File: config.mk
export PLATFORM = sky130hd
export DESIGN_NAME = udpwm_action_gen
export DESIGN_NICKNAME = d
export VERILOG_FILES = /design/src/pkg/udpwm_pkg.sv /design/src/verilog/udpwm_action_gen.sv
export VERILOG_INCLUDE_DIRS = /design/src /design/src/pkg
export SDC_FILE = /design/constraint.sdc
export NUM_CORES = 1
export LEC_CHECK = 0
export BUFFER_PORTS_ARGS = -buffer_cell sky130_fd_sc_hd__buf_2
export CAP_MARGIN = 20
export CORE_MARGIN = 2
export CORE_UTILIZATION = 60
export CTS_CLUSTER_DIAMETER = 60
export DETAILED_ROUTE_END_ITERATION = 16
export MAX_ROUTING_LAYER = met4
export PLACE_DENSITY = 0.88
export SYNTH_ARGS = -nofsm -noshare
export SYNTH_HDL_FRONTEND = slang
export SYNTH_SLANG_ARGS = --single-unit
File: constraint.sdc
create_clock -name mclk -period 5.95 [get_ports mclk]
set_input_delay 0.595 -clock mclk [delete_from_list [all_inputs] [get_ports mclk]]
set_output_delay 0.595 -clock mclk [all_outputs]
set_load 0.05 [all_outputs]
File: src/pkg/udpwm_params.svh
`ifndef UDPWM_PARAMS_SVH
`define UDPWM_PARAMS_SVH
// Contract
// - In up-down mode one output cycle lasts two times the period value in time-base clocks.
// - A set on compare-A up and cleared on compare-A down gives a symmetric low pulse set by compare A.
// - B cleared on compare-B up and set on compare-B down gives a symmetric high pulse set by compare B.
// - In the complementary setup the edge gap of A and B equals compare B minus compare A.
// - For asymmetric placement A is set on compare-A up and cleared on compare-B down.
// - In the asymmetric setup the low time of A follows the sum of compare A and compare B.
// - B cleared on zero and set on period gives a fixed half-duty square wave.
// - In up mode the counter wraps to zero the time-base clock after it reaches the period.

// Register byte offsets
`define UDPWM_OFS_CTRL    12'h000
`define UDPWM_OFS_PERIOD  12'h004
`define UDPWM_OFS_COMPARE_A_VALUE    12'h008
`define UDPWM_OFS_COMPARE_B_VALUE    12'h00C
`define UDPWM_OFS_ACTA    12'h010
`define UDPWM_OFS_ACTB    12'h014
`define UDPWM_OFS_STATUS  12'h018
// Control fields
`define UDPWM_CTRL_MODE_LSB   0
`define UDPWM_CTRL_SHDWA_BIT  2
`define UDPWM_CTRL_SHDWB_BIT  3
`define UDPWM_CTRL_DIV_LSB    4
// Action fields, two bits each
`define UDPWM_ACT_ZERO_LSB  0
`define UDPWM_ACT_PRD_LSB   2
`define UDPWM_ACT_CAU_LSB   4
`define UDPWM_ACT_CAD_LSB   6
`define UDPWM_ACT_CBU_LSB   8
`define UDPWM_ACT_CBD_LSB   10
// Reset values
`define UDPWM_RST_CTRL    32'h0000_000F
`define UDPWM_RST_PERIOD  16'h0000
`define UDPWM_RST_CMP     16'h0000
`define UDPWM_RST_ACT     12'h000
`define UDPWM_UPDOWN_FACTOR 2
`endif

File: src/pkg/udpwm_pkg.sv
package udpwm_pkg;
  typedef enum logic [1:0] {
    UD_MODE_UP,
    UD_MODE_DOWN,
    UD_MODE_UPDOWN,
    UD_MODE_STOP
  } udpwm_mode_t;
  typedef enum logic [1:0] {
    UD_ACT_NONE,
    UD_ACT_CLEAR,
    UD_ACT_SET,
    UD_ACT_TOGGLE
  } udpwm_act_t;
  typedef struct packed {
    udpwm_act_t cmpBDown;
    udpwm_act_t cmpBUp;
    udpwm_act_t cmpADown;
    udpwm_act_t cmpAUp;
    udpwm_act_t periodEvt;
    udpwm_act_t zeroEvt;
  } udpwm_actset_t;
endpackage

File: src/verilog/udpwm_action_gen.sv
// The APB slave port and the register addresses were chosen for this implementation.
`timescale 1ns/1ps
`include "udpwm_params.svh"
module udpwm_action_gen (
  input  wire logic        mclk,
  input  wire logic        rst,
  input  wire logic        psel,
  input  wire logic        penable,
  input  wire logic        pwrite,
  input  wire logic [11:0] paddr,
  input  wire logic [31:0] pwdata,
  output logic      [31:0] prdata,
  output logic             pready,
  output logic             pslverr,
  output logic             pwmOutA,
  output logic             pwmOutB,
  output logic             countDir
);
  // ==========================================
  // Register file
  logic [31:0]               ctrl;
  logic [15:0]               periodValue;
  logic [15:0]               cmpAShadow;
  logic [15:0]               cmpBShadow;
  logic [15:0]               cmpAActive;
  logic [15:0]               cmpBActive;
  udpwm_pkg::udpwm_actset_t  actA;
  udpwm_pkg::udpwm_actset_t  actB;
  logic [15:0]               timebaseCount;
  logic                      tbTick;
  logic [7:0]                divCount;
  logic                      setup;
  logic                      wrEn;
  logic                      atZero;
  udpwm_pkg::udpwm_mode_t    mode;
  logic                      shdwA;
  logic                      shdwB;

  assign setup  = psel && !penable;
  // Access phase completes every time, one wait-free cycle
  assign wrEn   = psel && penable && pwrite;
  assign mode   = udpwm_pkg::udpwm_mode_t'(ctrl[`UDPWM_CTRL_MODE_LSB +: 2]);
  assign shdwA  = ctrl[`UDPWM_CTRL_SHDWA_BIT];
  assign shdwB  = ctrl[`UDPWM_CTRL_SHDWB_BIT];
  assign atZero = tbTick && (timebaseCount == 16'h0000);

  // ==========================================
  // APB slave: ready after setup, error on unmapped address
  always_ff @(posedge mclk or posedge rst) begin
    if (rst) begin
      pready  <= 1'b0;
      pslverr <= 1'b0;
      prdata  <= 32'h0000_0000;
    end else begin
      pready  <= setup;
      pslverr <= 1'b0;
      if (setup) begin
        if (paddr == `UDPWM_OFS_CTRL) begin
          prdata <= ctrl;
        end else if (paddr == `UDPWM_OFS_PERIOD) begin
          prdata <= {16'h0000, periodValue};
        end else if (paddr == `UDPWM_OFS_COMPARE_A_VALUE) begin
          prdata <= {16'h0000, cmpAActive};
        end else if (paddr == `UDPWM_OFS_COMPARE_B_VALUE) begin
          prdata <= {16'h0000, cmpBActive};
        end else if (paddr == `UDPWM_OFS_ACTA) begin
          prdata <= {20'h0_0000, actA};
        end else if (paddr == `UDPWM_OFS_ACTB) begin
          prdata <= {20'h0_0000, actB};
        end else if (paddr == `UDPWM_OFS_STATUS) begin
          prdata <= {13'h0000, countDir, pwmOutB, pwmOutA, timebaseCount};
        end else begin
          prdata  <= 32'h0000_0000;
          pslverr <= 1'b1;
        end
      end
    end
  end

  // Control, period and action writes
  always_ff @(posedge mclk or posedge rst) begin
    if (rst) begin
      ctrl        <= `UDPWM_RST_CTRL;
      periodValue <= `UDPWM_RST_PERIOD;
      actA        <= `UDPWM_RST_ACT;
      actB        <= `UDPWM_RST_ACT;
    end else if (wrEn && pready) begin
      if (paddr == `UDPWM_OFS_CTRL) begin
        ctrl <= {20'h0_0000, pwdata[11:0]};
      end else if (paddr == `UDPWM_OFS_PERIOD) begin
        periodValue <= pwdata[15:0];
      end else if (paddr == `UDPWM_OFS_ACTA) begin
        actA <= pwdata[11:0];
      end else if (paddr == `UDPWM_OFS_ACTB) begin
        actB <= pwdata[11:0];
      end
    end
  end

  // Compare shadows; active copy loads at zero, a same-cycle write skips that load
  always_ff @(posedge mclk or posedge rst) begin
    if (rst) begin
      cmpAShadow <= `UDPWM_RST_CMP;
      cmpBShadow <= `UDPWM_RST_CMP;
      cmpAActive <= `UDPWM_RST_CMP;
      cmpBActive <= `UDPWM_RST_CMP;
    end else begin
      if (wrEn && pready && paddr == `UDPWM_OFS_COMPARE_A_VALUE) begin
        cmpAShadow <= pwdata[15:0];
        if (!shdwA) begin
          cmpAActive <= pwdata[15:0];
        end
      end else if (shdwA && atZero) begin
        cmpAActive <= cmpAShadow;
      end
      if (wrEn && pready && paddr == `UDPWM_OFS_COMPARE_B_VALUE) begin
        cmpBShadow <= pwdata[15:0];
        if (!shdwB) begin
          cmpBActive <= pwdata[15:0];
        end
      end else if (shdwB && atZero) begin
        cmpBActive <= cmpBShadow;
      end
    end
  end

  // ==========================================
  // Time-base clock enable from system clock divider
  always_ff @(posedge mclk or posedge rst) begin
    if (rst) begin
      divCount <= 8'h00;
      tbTick   <= 1'b0;
    end else if (divCount >= ctrl[`UDPWM_CTRL_DIV_LSB +: 8]) begin
      divCount <= 8'h00;
      tbTick   <= 1'b1;
    end else begin
      divCount <= divCount + 8'h01;
      tbTick   <= 1'b0;
    end
  end

  // Counter: up wraps after period, up-down turns at period and zero
  always_ff @(posedge mclk or posedge rst) begin
    if (rst) begin
      timebaseCount <= 16'h0000;
      countDir      <= 1'b1;
    end else if (tbTick) begin
      case (mode)
        udpwm_pkg::UD_MODE_UP: begin
          countDir <= 1'b1;
          if (timebaseCount >= periodValue) begin
            timebaseCount <= 16'h0000;
          end else begin
            timebaseCount <= timebaseCount + 16'h0001;
          end
        end
        udpwm_pkg::UD_MODE_DOWN: begin
          countDir <= 1'b0;
          if (timebaseCount == 16'h0000) begin
            timebaseCount <= periodValue;
          end else begin
            timebaseCount <= timebaseCount - 16'h0001;
          end
        end
        udpwm_pkg::UD_MODE_UPDOWN: begin
          // Full cycle is two times period ticks
          if (countDir && timebaseCount >= periodValue) begin
            countDir      <= 1'b0;
            timebaseCount <= timebaseCount - 16'h0001;
          end else if (!countDir && timebaseCount == 16'h0000) begin
            countDir      <= 1'b1;
            timebaseCount <= timebaseCount + 16'h0001;
          end else if (countDir) begin
            timebaseCount <= timebaseCount + 16'h0001;
          end else begin
            timebaseCount <= timebaseCount - 16'h0001;
          end
        end
        default: begin
          timebaseCount <= timebaseCount;
        end
      endcase
    end
  end

  // ==========================================
  // Action qualifier: later events in list win (compare over zero/period)
  function automatic logic applyAct(input logic cur,
                                    input udpwm_pkg::udpwm_actset_t a,
                                    input logic isZero,
                                    input logic isPrd,
                                    input logic hitA,
                                    input logic hitB,
                                    input logic up);
    logic v;
    v = cur;
    if (isZero) v = doAct(v, a.zeroEvt);
    if (isPrd) v = doAct(v, a.periodEvt);
    if (hitA && up) v = doAct(v, a.cmpAUp);
    if (hitA && !up) v = doAct(v, a.cmpADown);
    if (hitB && up) v = doAct(v, a.cmpBUp);
    if (hitB && !up) v = doAct(v, a.cmpBDown);
    return v;
  endfunction

  function automatic logic doAct(input logic cur, input udpwm_pkg::udpwm_act_t act);
    case (act)
      udpwm_pkg::UD_ACT_CLEAR:  return 1'b0;
      udpwm_pkg::UD_ACT_SET:    return 1'b1;
      udpwm_pkg::UD_ACT_TOGGLE: return !cur;
      default:                  return cur;
    endcase
  endfunction

  // Outputs evaluated per tick on the count held in that tick
  always_ff @(posedge mclk or posedge rst) begin
    if (rst) begin
      pwmOutA <= 1'b0;
      pwmOutB <= 1'b0;
    end else if (tbTick && mode != udpwm_pkg::UD_MODE_STOP) begin
      // behaviour follows from per-direction compare actions
      pwmOutA <= applyAct(pwmOutA, actA, timebaseCount == 16'h0000,
                          timebaseCount == periodValue, timebaseCount == cmpAActive,
                          timebaseCount == cmpBActive, countDir);
      pwmOutB <= applyAct(pwmOutB, actB, timebaseCount == 16'h0000,
                          timebaseCount == periodValue, timebaseCount == cmpAActive,
                          timebaseCount == cmpBActive, countDir);
    end
  end
endmodule // udpwm_action_gen

==> results of run 1 <==
-- through the flow --
step | instance area (um2) | hold WS, ns | utilization | power [mW]
floorplan | 9490 | 0.467 | - | 1.20
global placement | 9810 | 0.448 | 0.641 | 1.22
detailed placement | 9810 | 0.455 | 0.641 | 1.22
CTS | 10400 | 0.356 | 0.678 | 2.29
global route | 10400 | 0.407 | 0.678 | 2.34
finish | 10400 | 0.325 | 0.678 | 2.28
-- registers in the layout (all words and copies together), names as in the netlist, 8 cells and up --
name           flops
cmpAShadow        16
periodValue       16
cmpBActive        16
divCount           8
cmpBShadow        16
timebaseCount     16
actB              12
actA              12
ctrl              12
cmpAActive        16
prdata            19
-- power by group --
group / leakage, nW / internal [mW] / total, mW / switching (mW)
Sequential: 2.15 / 1.12 / 1.12 / 0.000773
Clock: 0.276 / 0.587 / 1.08 / 0.491
Combinational: 2.60 / 0.0116 / 0.0787 / 0.0671
Total: 5.03 / 1.72 / 2.28 / 0.559
-- cell usage after synthesis (4+ instances only) --
cell type  instances
nand3_1           21
nor3_1            13
buf_2              5
xor2_1            28
a222oi_1          10
a221oi_1          21
nand4_1           15
o31ai_1            6
a211oi_1           9
a21boi_0           5
a21oi_1           42
xnor2_1           26
nor4_1            12
inv_1             39
dfstp_2            5
mux2i_1           10
nand2_1           89
mux2_2            94
a221o_1            4
nor2b_1            6
and3_1             9
nand2b_1           4
o21ai_0           66
or3_1              7
o22ai_1           10
buf_4             16
a22oi_1            5
a21o_1            10
nor2_1            51
ha_1              31
dfrtp_1          160
clkbuf_1          43
-- layout by cell type, fill, tap and decap left out, types with 10 or more instances in the layout --
cell type,count
a21oi_1,42
a21o_1,10
a221oi_1,21
nor3_1,13
conb_1,13
mux2_2,94
nand2_1,89
inv_1,38
o22ai_1,10
xor2_1,28
buf_2,56
buf_4,11
ha_1,31
nand4_1,15
nor2_1,51
o21ai_0,66
mux2i_1,10
nor4_1,10
dfrtp_1,160
xnor2_1,26
nand3_1,21
clkbuf_16,17
a222oi_1,10
-- critical path: stages, from the launching register on --
cell      delay (ns)
dfrtp_1         0.67
inv_1           0.22
ha_1            0.34
nand2b_1        0.15
a221o_1         0.34
a21oi_1         0.31
nand2_1         0.34
a31oi_2         0.65
o21ai_0         0.20
a311o_1         0.30
a32o_1          0.25
-- worst min-delay path by stage --
stage                              start                   endpoint  depth (start not counted)
6_report                             rst  cmpBActive[3]$_DFFE_PP0P_                          2
5_1_grt                              rst  cmpBShadow[3]$_DFFE_PP0P_                          2
4_1_cts                              rst  cmpBShadow[3]$_DFFE_PP0P_                          2
3_5_place_dp      prdata[17]$_DFFE_PP0P_     prdata[17]$_DFFE_PP0P_                          2
3_3_place_gp      prdata[17]$_DFFE_PP0P_     prdata[17]$_DFFE_PP0P_                          2
2_1_floorplan  cmpAShadow[0]$_DFFE_PP0P_  cmpAShadow[0]$_DFFE_PP0P_                          1
-- cell type report --
| cell class | count | share of cell area |
|---|---|---|
| well taps | 211 | 0.0254 |
| multi-input cells | 681 | 0.472 |
| repair buffers | 67 | 0.0350 |
| inverters | 39 | 0.0146 |
| clock inverters | 14 | 0.0134 |
| flip-flops and latches | 165 | 0.398 |
| clock buffers | 18 | 0.0414 |
-- routing by layer --
layer	routed length [um]	part of all wire	vias up
met4	1010	0.038	0
met3	2470	0.093	88
met2	12400	0.47	492
met5	0	0	-
met1	10600	0.40	3811
li1	-	-	3465
-- logic make-up (layout without fill, tap and decap cells) --
family                   Yosys count  in the layout  synth area share
adder cells (fa/ha/maj)           31             31            0.0411
multiplexers                     105            105             0.124
AND/OR/NAND/NOR                  252            252             0.133
XOR/XNOR                          54             54            0.0501
flip-flops                       165            165             0.438
AO/OA/AOI/OAI                    226            226             0.163
buffers and inverters            108            138            0.0509
other                              1             13          0.000397
==> impl_metrics.env, run 1 <==
export IMPL_cp_required_ns=6.27
export IMPL_syn_inst=942
export IMPL_initial_utilization=0.617
export IMPL_rsz0062_at_grt="no"
export IMPL_antenna_cells=0
export IMPL_n_fill_cell=1143
export IMPL_port_buffers=56
export IMPL_tritoncts="yes"
export IMPL_fin_crit_ns=3.89
export IMPL_ys_types=77
export IMPL_die_h_um=129
export IMPL_wl_per_cell_um=22.1
export IMPL_ir_drop_mv=0.278
export IMPL_drc=0
export IMPL_synth_top_area_share=0.424
export IMPL_met2_usage=0.518
export IMPL_relSlewSlack=0.264
export IMPL_setup_viol=0
export IMPL_fin_setup_tns_ns=0
export IMPL_synth_ff_latch_count=165
export IMPL_clock_fmax_ghz=0.257
export IMPL_regToRegSetupSlack_ns=2.06
export IMPL_die_area_um2=16800
export IMPL_layout_area_overhead_vs_synth_pct=9.91
export IMPL_detailed_place_hpwl_um=18300
export IMPL_layout_setup_ws_ns=2.06
export IMPL_avgViaCountPerCell=6.57
export IMPL_track_usage=0.337
export IMPL_synth_edff_count=0
export IMPL_grt_antenna_before_repair=0
export IMPL_async_flop_share=1.00
export IMPL_vias=7856
export IMPL_endpoint="timebaseCount[11]$_DFFE_PP0P_"
export IMPL_post_route_period_util=0.654
export IMPL_ios=86
export IMPL_cts_root_buffer="clkbuf_16"
export IMPL_stdcell_count=1195
export IMPL_cp_data_arrival_time_ns=4.21
export IMPL_synth_ff_type="dfrtp_1"
export IMPL_drtAntennaViolNets=0
export IMPL_met3_usage=0.0590
export IMPL_insertion_delay_ns=0.44
export IMPL_gr_total_overflow=0
export IMPL_top_usage_layer="met2"
export IMPL_placed_cells=1163
export IMPL_pre_cts_ws_ns=1.88
export IMPL_crit_reg2reg_launch="timebaseCount[0]$_DFFE_PP0P_"
export IMPL_power_leakage_nw=5.03
export IMPL_skew_ns=0.0142
export IMPL_critical_path_peak_fanout=12
export IMPL_multi_input_comb_area_um2=4900
export IMPL_path_class="reg2reg"
export IMPL_path_clk_slew_ns=0.07
export IMPL_fp_row_count=45
export IMPL_yosysSeqAreaShare=0.438
export IMPL_synth_top_area_cell="dfrtp_1"
export IMPL_cts_hold_buf=0
export IMPL_grt_start_max_net_pins=96
export IMPL_grt_pass1_vias=7566
export IMPL_yosys_top_cells_area="dfrtp_1, mux2_2, ha_1, nand2_1, o21ai_0"
export IMPL_coreArea_um2=15300
export IMPL_die_x_um=129
export IMPL_timing_rr_end="timebaseCount[11]$_DFFE_PP0P_"
export IMPL_postCtsSetupBuffers=0
export IMPL_layout_drive_gt1_share=0.224
export IMPL_worstRegToRegCells=10
export IMPL_status="complete, no violations"
export IMPL_drtPass1Iterations=8
export IMPL_clkSinkCount=165
export IMPL_cts_htree_levels=4
export IMPL_cp_end_kind="flip-flop"
export IMPL_first_iter_violations=1276
export IMPL_gp_congestion=1.03
export IMPL_netlist_area_um2=9440
export IMPL_slew_violations=0
export IMPL_p_per_area_nw_per_um2=220
export IMPL_use_met1=0.441
export IMPL_hold_path_class="in2async"
export IMPL_post_cts_resized=0
export IMPL_tightest_slew_ns=1.10
export IMPL_cts_buffers=17
export IMPL_crit_start="timebaseCount[0]$_DFFE_PP0P_"
export IMPL_grt_pass1_wl_um=41300
export IMPL_hold_violations=0
export IMPL_wl_um=26500
export IMPL_start_kind="flip-flop"
export IMPL_yosysWarnings=0
export IMPL_seqCellArea_um2=4140
export IMPL_cap_violations=0
export IMPL_fin_nets=1051
export IMPL_syn_avg_cell_area_um2=10.0
export IMPL_clockBufferDepth=2
No activity file was read; power rests on OpenSTA's default activity.
==> run 2, diff against run 1 <==
- ABC_AREA: default -> 1
- CORE_UTILIZATION: 60 -> 61
- PLACE_DENSITY: 0.88 -> 0.89
- clock period: 5.95 -> 3.75 ns (I/O delays scaled with it)
==> run 2 against run 1 <==
Effect of this change:
- core utilization shrank 0.29 points
- sequential cell count is the same
- final cell count grew 31%
- worst setup slack lost 1.4 ns
- largest power group is now the clock network
==> impl_metrics.env, run 2 <==
export IMPL_multi_input_comb_area_um2=5040
export IMPL_ios=86
export IMPL_cp_required_ns=4.11
export IMPL_ys_types=54
export IMPL_regMostFlops="prdata"
export IMPL_cts_root_buffer="clkbuf_16"
export IMPL_power_leakage_nw=5.40
export IMPL_post_cts_resized=0
export IMPL_total_power_mw=3.97
export IMPL_hold_violations=0
export IMPL_synth_top_area_cell="dfrtp_1"
export IMPL_slowest_stage="dfrtp_1"
export IMPL_fp_row_count=47
export IMPL_crit_buf_inv=0
export IMPL_port_buffers=56
export IMPL_critPathMaxStageDelay_ns=0.78
export IMPL_critical_path_peak_fanout=17
export IMPL_gp_congestion=1.02
export IMPL_ir_drop_mv=0.350
export IMPL_seqCellArea_um2=4140
export IMPL_p_per_area_nw_per_um2=358
export IMPL_cts_hold_buf=0
export IMPL_most_common_layout_cells="nand2_1, dfrtp_1, inv_1"
export IMPL_detailed_place_hpwl_um=21800
export IMPL_insertion_delay_ns=0.43
export IMPL_yosysMostFrequentCell="nand2_1"
export IMPL_layout_drive_gt1_share=0.136
export IMPL_n_fill_cell=1350
export IMPL_hold_path_class="in2async"
export IMPL_fin_crit_ns=3.08
export IMPL_drtPass1Iterations=7
export IMPL_largest_reg_flops=19
export IMPL_gr_total_overflow=0
export IMPL_setup_viol=0
export IMPL_wl_per_cell_um=19.6
export IMPL_wl_um=30600
export IMPL_path_clk_slew_ns=0.07
export IMPL_layout_commonest_cell="nand2_1"
export IMPL_initial_utilization=0.616
export IMPL_yosysSeqAreaShare=0.409
export IMPL_clock_fmax_ghz=0.324
export IMPL_yosysWarnings=0
export IMPL_die_h_um=133
export IMPL_start_kind="flip-flop"
export IMPL_path_class="reg2reg"
export IMPL_grt_pass1_wl_um=48500
export IMPL_pre_cts_ws_ns=0.812
export IMPL_cts_htree_levels=4
export IMPL_cp_top_family="simple AND/OR/NAND/NOR gates"
export IMPL_synth_edff_count=0
export IMPL_netlist_area_um2=10100
export IMPL_vias=9421
export IMPL_avgViaCountPerCell=6.03
export IMPL_regToRegSetupSlack_ns=0.67
export IMPL_slew_violations=0
export IMPL_crit_chain="ha_1 > nand2_1 > nor2_1 > nand2_1 > o21ai_0 > nor2_1 > nand2_1 > nand2_2 > nand2_2 > nand2_1 > nand2_1 > o21ai_1 > nand2_1 > a21oi_1"
export IMPL_rsz0062_at_grt="no"
export IMPL_layout_area_overhead_vs_synth_pct=9.56
export IMPL_first_iter_violations=1325
export IMPL_layout_setup_ws_ns=0.667
export IMPL_grt_pass1_vias=8966
export IMPL_postCtsSetupBuffers=0
export IMPL_skew_ns=0.00940
export IMPL_grt_antenna_before_repair=0
export IMPL_synth_commonest_cells="nand2_1, dfrtp_1, inv_1, o21ai_0, nor2_1"
export IMPL_syn_avg_cell_area_um2=7.80
export IMPL_fin_setup_tns_ns=0
export IMPL_drc=0
export IMPL_coreArea_um2=16400
export IMPL_cp_end_kind="flip-flop"
export IMPL_antenna_cells=0
export IMPL_die_x_um=133
export IMPL_post_route_period_util=0.822
export IMPL_synth_ff_type="dfrtp_1"
export IMPL_die_area_um2=17600
export IMPL_drtAntennaViolNets=0
export IMPL_clockBufferDepth=2
export IMPL_cp_data_arrival_time_ns=3.44
export IMPL_tritoncts="yes"
export IMPL_syn_inst=1295
export IMPL_synth_top_area_share=0.396
export IMPL_grt_start_max_net_pins=72
export IMPL_synth_ff_latch_count=165
export IMPL_track_usage=0.367
export IMPL_async_flop_share=1.00
export IMPL_cap_violations=0
export IMPL_tightest_slew_ns=1.03
export IMPL_status="complete, no violations"
export IMPL_yosys_top_cells_area="dfrtp_1, nand2_1, o21ai_0, inv_1, nor2_1"
export IMPL_relSlewSlack=0.313
export IMPL_fin_nets=1410
export IMPL_clkSinkCount=165
export IMPL_worst_path_most_repeated_cell="nand2_1"
export IMPL_cts_buffers=17
==> run 2: path summary, 6_finish.rpt <==
kind / to / start / cells after the start
min in group mclk: pready$_DFF_PP0_ / penable / 2
worst max-delay path: timebaseCount[1]$_DFFE_PP0P_ / timebaseCount[2]$_DFFE_PP0P_ / 14
worst min register to register: prdata[13]$_DFFE_PP0P_ / prdata[13]$_DFFE_PP0P_ / 2
max in group asynchronous: ctrl[2]$_DFFE_PP1P_ / rst / 3
worst min-delay path: cmpAShadow[15]$_DFFE_PP0P_ / rst / 2
worst max register to register: timebaseCount[1]$_DFFE_PP0P_ / timebaseCount[2]$_DFFE_PP0P_ / 14
==> run 2: power breakdown <==
part           total, mW  switching (mW)  internal (mW)
Sequential          1.81          0.0182           1.79
Clock               1.82           0.812           1.01
Combinational      0.338           0.263         0.0748
==> run 2: routing by layer <==
metal / wire [um] / track usage
met1: 12100 / 0.489
met3: 3120 / 0.0713
met2: 14000 / 0.559
met5: 0 / -
met4: 1250 / 0.143
==> run 2: cell families (layout without fill, tap and decap cells) <==
group           count (synthesis)  in the layout  share of synthesized area
simple gates                  559            559                      0.244
compound gates                249            249                      0.137
buf+inv                       217            253                     0.0962
flops                         165            165                      0.409
xor+xnor                       41             41                     0.0355
mux                            32             32                     0.0394
fa+ha+maj                      31             31                     0.0384
other cells                     1             13                   0.000371
==> run 2: final cells by class <==
| type | instances | share of cell area |
|---|---|---|
| Multi-Input combinational cell | 925 | 0.456 |
| Sequential cell | 165 | 0.373 |
| Inverter | 147 | 0.0502 |
| Timing Repair Buffer | 74 | 0.0405 |
| Clock buffer | 17 | 0.0384 |
| Tap cell | 220 | 0.0249 |
| Clock inverter | 15 | 0.0171 |
==> run 2: stage by stage <==
| stage | cells | hold slack [ns] | instance area (um2) | utilization |
|---|---|---|---|---|
| 3_5_place_dp | 1530 | 0.465 | 10400 | 0.636 |
| 6_report | 1563 | 0.0765 | 11100 | 0.675 |
| 4_1_cts | 1562 | 0.0958 | 11000 | 0.673 |
| 2_1_floorplan | 1307 | 0.451 | 10200 | - |
| 3_3_place_gp | 1530 | 0.464 | 10400 | 0.636 |
| 5_1_grt | 1563 | 0.131 | 11100 | 0.675 |
==> run 3, diff against run 2 <==
- ABC_AREA: 1 -> 0
- CORE_UTILIZATION: 61 -> 54
- PLACE_DENSITY: 0.89 -> 0.84
- clock period: 3.75 -> 2.8 ns (I/O delays scaled with it)
==> run 3 against run 2 <==
Effect of this change:
- the flow now finishes with violations (setup timing)
- clock power is 33% higher
- worst setup slack worse by 0.90 ns
- via count decreased by 9.1%
- power grew 26%
- global-route usage is 4.7 points lower
- non-clock buffer count is 89 higher
- sequential cell count stayed put
- critical endpoint is now timebaseCount[5]$_DFFE_PP0P_
==> impl_metrics.env, run 3 (synthesis gave the netlist of run 1 again) <==
export IMPL_status="finished, violations left"
export IMPL_violations="setup timing"
export IMPL_skew_ns=0.00919
export IMPL_slowest_stage="o21ai_0"
export IMPL_cp_end_kind="flip-flop"
export IMPL_place_area_um2=10500
export IMPL_grt_antenna_before_repair=1
export IMPL_setup_viol=11
export IMPL_most_common_layout_cells="dfrtp_1, buf_4, mux2_2"
export IMPL_largest_reg_flops=19
export IMPL_placed_cells=1254
export IMPL_die_x_um=136
export IMPL_initial_utilization=0.550
export IMPL_intPower_mw=3.79
export IMPL_detailed_place_hpwl_um=19700
export IMPL_crit_reg2reg_launch="timebaseCount[15]$_DFFE_PP0P_"
export IMPL_p_sw_frac=0.240
export IMPL_vias=8565
export IMPL_tightest_slew_ns=0.802
export IMPL_hold_depth=3
export IMPL_drc=0
export IMPL_grt_pass1_wl_um=43500
export IMPL_path_class="reg2reg"
export IMPL_stdcell_count=1306
export IMPL_critical_path_peak_fanout=12
export IMPL_min_to="periodValue[15]$_DFFE_PP0P_"
export IMPL_total_power_mw=4.99
export IMPL_fin_nets=1147
export IMPL_grt_pass1_vias=7933
export IMPL_worst_path_most_repeated_cell="buf_4"
export IMPL_clockBufferDepth=2
export IMPL_track_usage=0.320
export IMPL_switchingPower_mw=1.20
export IMPL_rsz0062_at_grt="yes"
export IMPL_cts_buffers=17
export IMPL_worstRegToRegCells=11
export IMPL_layout_drive_gt1_share=0.307
export IMPL_path_clk_slew_ns=0.07
export IMPL_first_iter_violations=1411
export IMPL_relSlewSlack=0.463
export IMPL_drtPass1Iterations=7
export IMPL_timing_rr_end="timebaseCount[5]$_DFFE_PP0P_"
export IMPL_post_route_period_util=1.08
export IMPL_drtAntennaViolNets=0
export IMPL_gp_congestion=0.995
export IMPL_critPathMaxStageDelay_ns=0.63
export IMPL_layout_setup_ws_ns=-0.231
export IMPL_regMostFlops="prdata"
export IMPL_fin_setup_tns_ns=-1.25
export IMPL_p_per_area_nw_per_um2=438
export IMPL_p_comb_frac=0.035
export IMPL_n_fill_cell=1275
export IMPL_wl_um=28800
export IMPL_insertion_delay_ns=0.44
export IMPL_pwr_share_clk=0.486
export IMPL_hold_start="pwdata[15]"
export IMPL_cp_top_family="compound AO/OA/AOI/OAI gates"
export IMPL_cts_root_buffer="clkbuf_16"
export IMPL_crit_buf_inv=3
export IMPL_die_area_um2=18600
export IMPL_ios=86
export IMPL_wl_per_cell_um=22.0
export IMPL_die_h_um=136
export IMPL_crit_chain="ha_4 > buf_4 > nand2_1 > o21ai_0 > a21oi_4 > buf_4 > nand3_1 > buf_4 > o21ai_0 > a2111oi_1 > nor3_1"
export IMPL_cap_violations=0
export IMPL_hold_path_class="in2reg"
export IMPL_start_kind="flip-flop"
export IMPL_port_buffers=56
export IMPL_fin_crit_ns=3.03
export IMPL_hold_violations=0
export IMPL_regToRegSetupSlack_ns=-0.23
export IMPL_clkSinkCount=165
export IMPL_clock_fmax_ghz=0.330
export IMPL_cp_required_ns=3.10
export IMPL_coreArea_um2=17200
export IMPL_tritoncts="yes"
export IMPL_grt_start_max_net_pins=72
export IMPL_layout_area_overhead_vs_synth_pct=20.5
export IMPL_ir_drop_mv=0.369
export IMPL_fp_row_count=48
export IMPL_power_leakage_nw=5.55
export IMPL_gr_total_overflow=0
export IMPL_seq_power_share=0.479
export IMPL_avgViaCountPerCell=6.56
export IMPL_cp_data_arrival_time_ns=3.33
export IMPL_design_area_um2=11400
export IMPL_cts_htree_levels=4
export IMPL_layout_commonest_cell="dfrtp_1"
export IMPL_slew_violations=0
run 3: changes by cell type in the layout (fill, tap and decap cells not counted), sizes merged, moves of 10 or more:
cell | previous run | this run
a221oi | 1 | 21
mux2i | 0 | 10
nand3 | 63 | 21
mux2 | 32 | 95
inv | 148 | 44
o21ai | 146 | 69
nor2 | 122 | 52
xnor2 | 14 | 26
nor4 | 4 | 14
a222oi | 0 | 10
nor3 | 35 | 14
nand2 | 313 | 89
buf | 74 | 162
run 3: layout make-up:
| cell class | count | area, um2 | share of cell area |
|---|---|---|---|
| Sequential cell | 165 | 4140 | 0.364 |
| Timing Repair Buffer | 163 | 1160 | 0.102 |
| Multi-Input combinational cell | 681 | 5030 | 0.443 |
| Antenna cell | 1 | 2.50 | 0.000220 |
| Clock buffer | 18 | 439 | 0.0386 |
| Inverter | 39 | 150 | 0.0132 |
| Clock inverter | 14 | 169 | 0.0148 |
| Tap cell | 225 | 282 | 0.0247 |
run 3: how the worst max path moves through the flow:
stage	start	end	slack [ns]	cells after the start
floorplan	timebaseCount[0]$_DFFE_PP0P_	timebaseCount[5]$_DFFE_PP0P_	0.02	12
global placement	periodValue[13]$_DFFE_PP0P_	pwmOutA$_DFFE_PP0P_	-0.006	10
detailed placement	periodValue[15]$_DFFE_PP0P_	pwmOutA$_DFFE_PP0P_	-0.12	10
CTS	periodValue[15]$_DFFE_PP0P_	timebaseCount[8]$_DFFE_PP0P_	-0.008	11
global route	timebaseCount[15]$_DFFE_PP0P_	timebaseCount[5]$_DFFE_PP0P_	-0.33	11
finish	timebaseCount[15]$_DFFE_PP0P_	timebaseCount[5]$_DFFE_PP0P_	-0.23	11
run 3: metrics by stage:
stage	setup slack [ns]	hold slack, ns	util
floorplan	0.0228	0.389	-
global placement	-0.00599	0.267	0.610
detailed placement	-0.115	0.274	0.610
CTS	-0.00794	0.0764	0.647
global route	-0.330	0.134	0.662
finish	-0.231	0.0894	0.662
run 3: layer usage:
metal,vias to the layer above,GRT usage,part of all wire
met4,0,0.183,0.057
met3,164,0.0652,0.11
li1,3656,-,-
met5,-,-,0
met2,635,0.475,0.45
met1,4110,0.409,0.38
run 3: what timing repair did:
item / 4_1_cts / 5_1_grt
pin swaps: 3 / 20
hold buffers: 1 / 0
buffers inserted: 0 / 18
hold endpoints to repair: 9 / 0
resized for setup: 3 / 22
setup endpoints to repair: 3 / 24
run 3: worst reg2reg max path, stage by stage, from the launching register on:
cell       delay, ns
dfrtp_1         0.43
ha_4            0.29
buf_4           0.11
nand2_1         0.05
o21ai_0         0.63
a21oi_4         0.10
buf_4           0.19
nand3_1         0.09
buf_4           0.21
o21ai_0         0.16
a2111oi_1       0.54
nor3_1          0.12
run 3: power by group through the flow:
stage	clock network [mW]	registers [mW]	logic, mW
2_1_floorplan	0	2.44	0.103
3_3_place_gp	0	2.43	0.170
3_5_place_dp	0	2.43	0.174
4_1_cts	2.44	2.39	0.175
5_1_grt	2.52	2.39	0.192
6_report	2.42	2.39	0.174
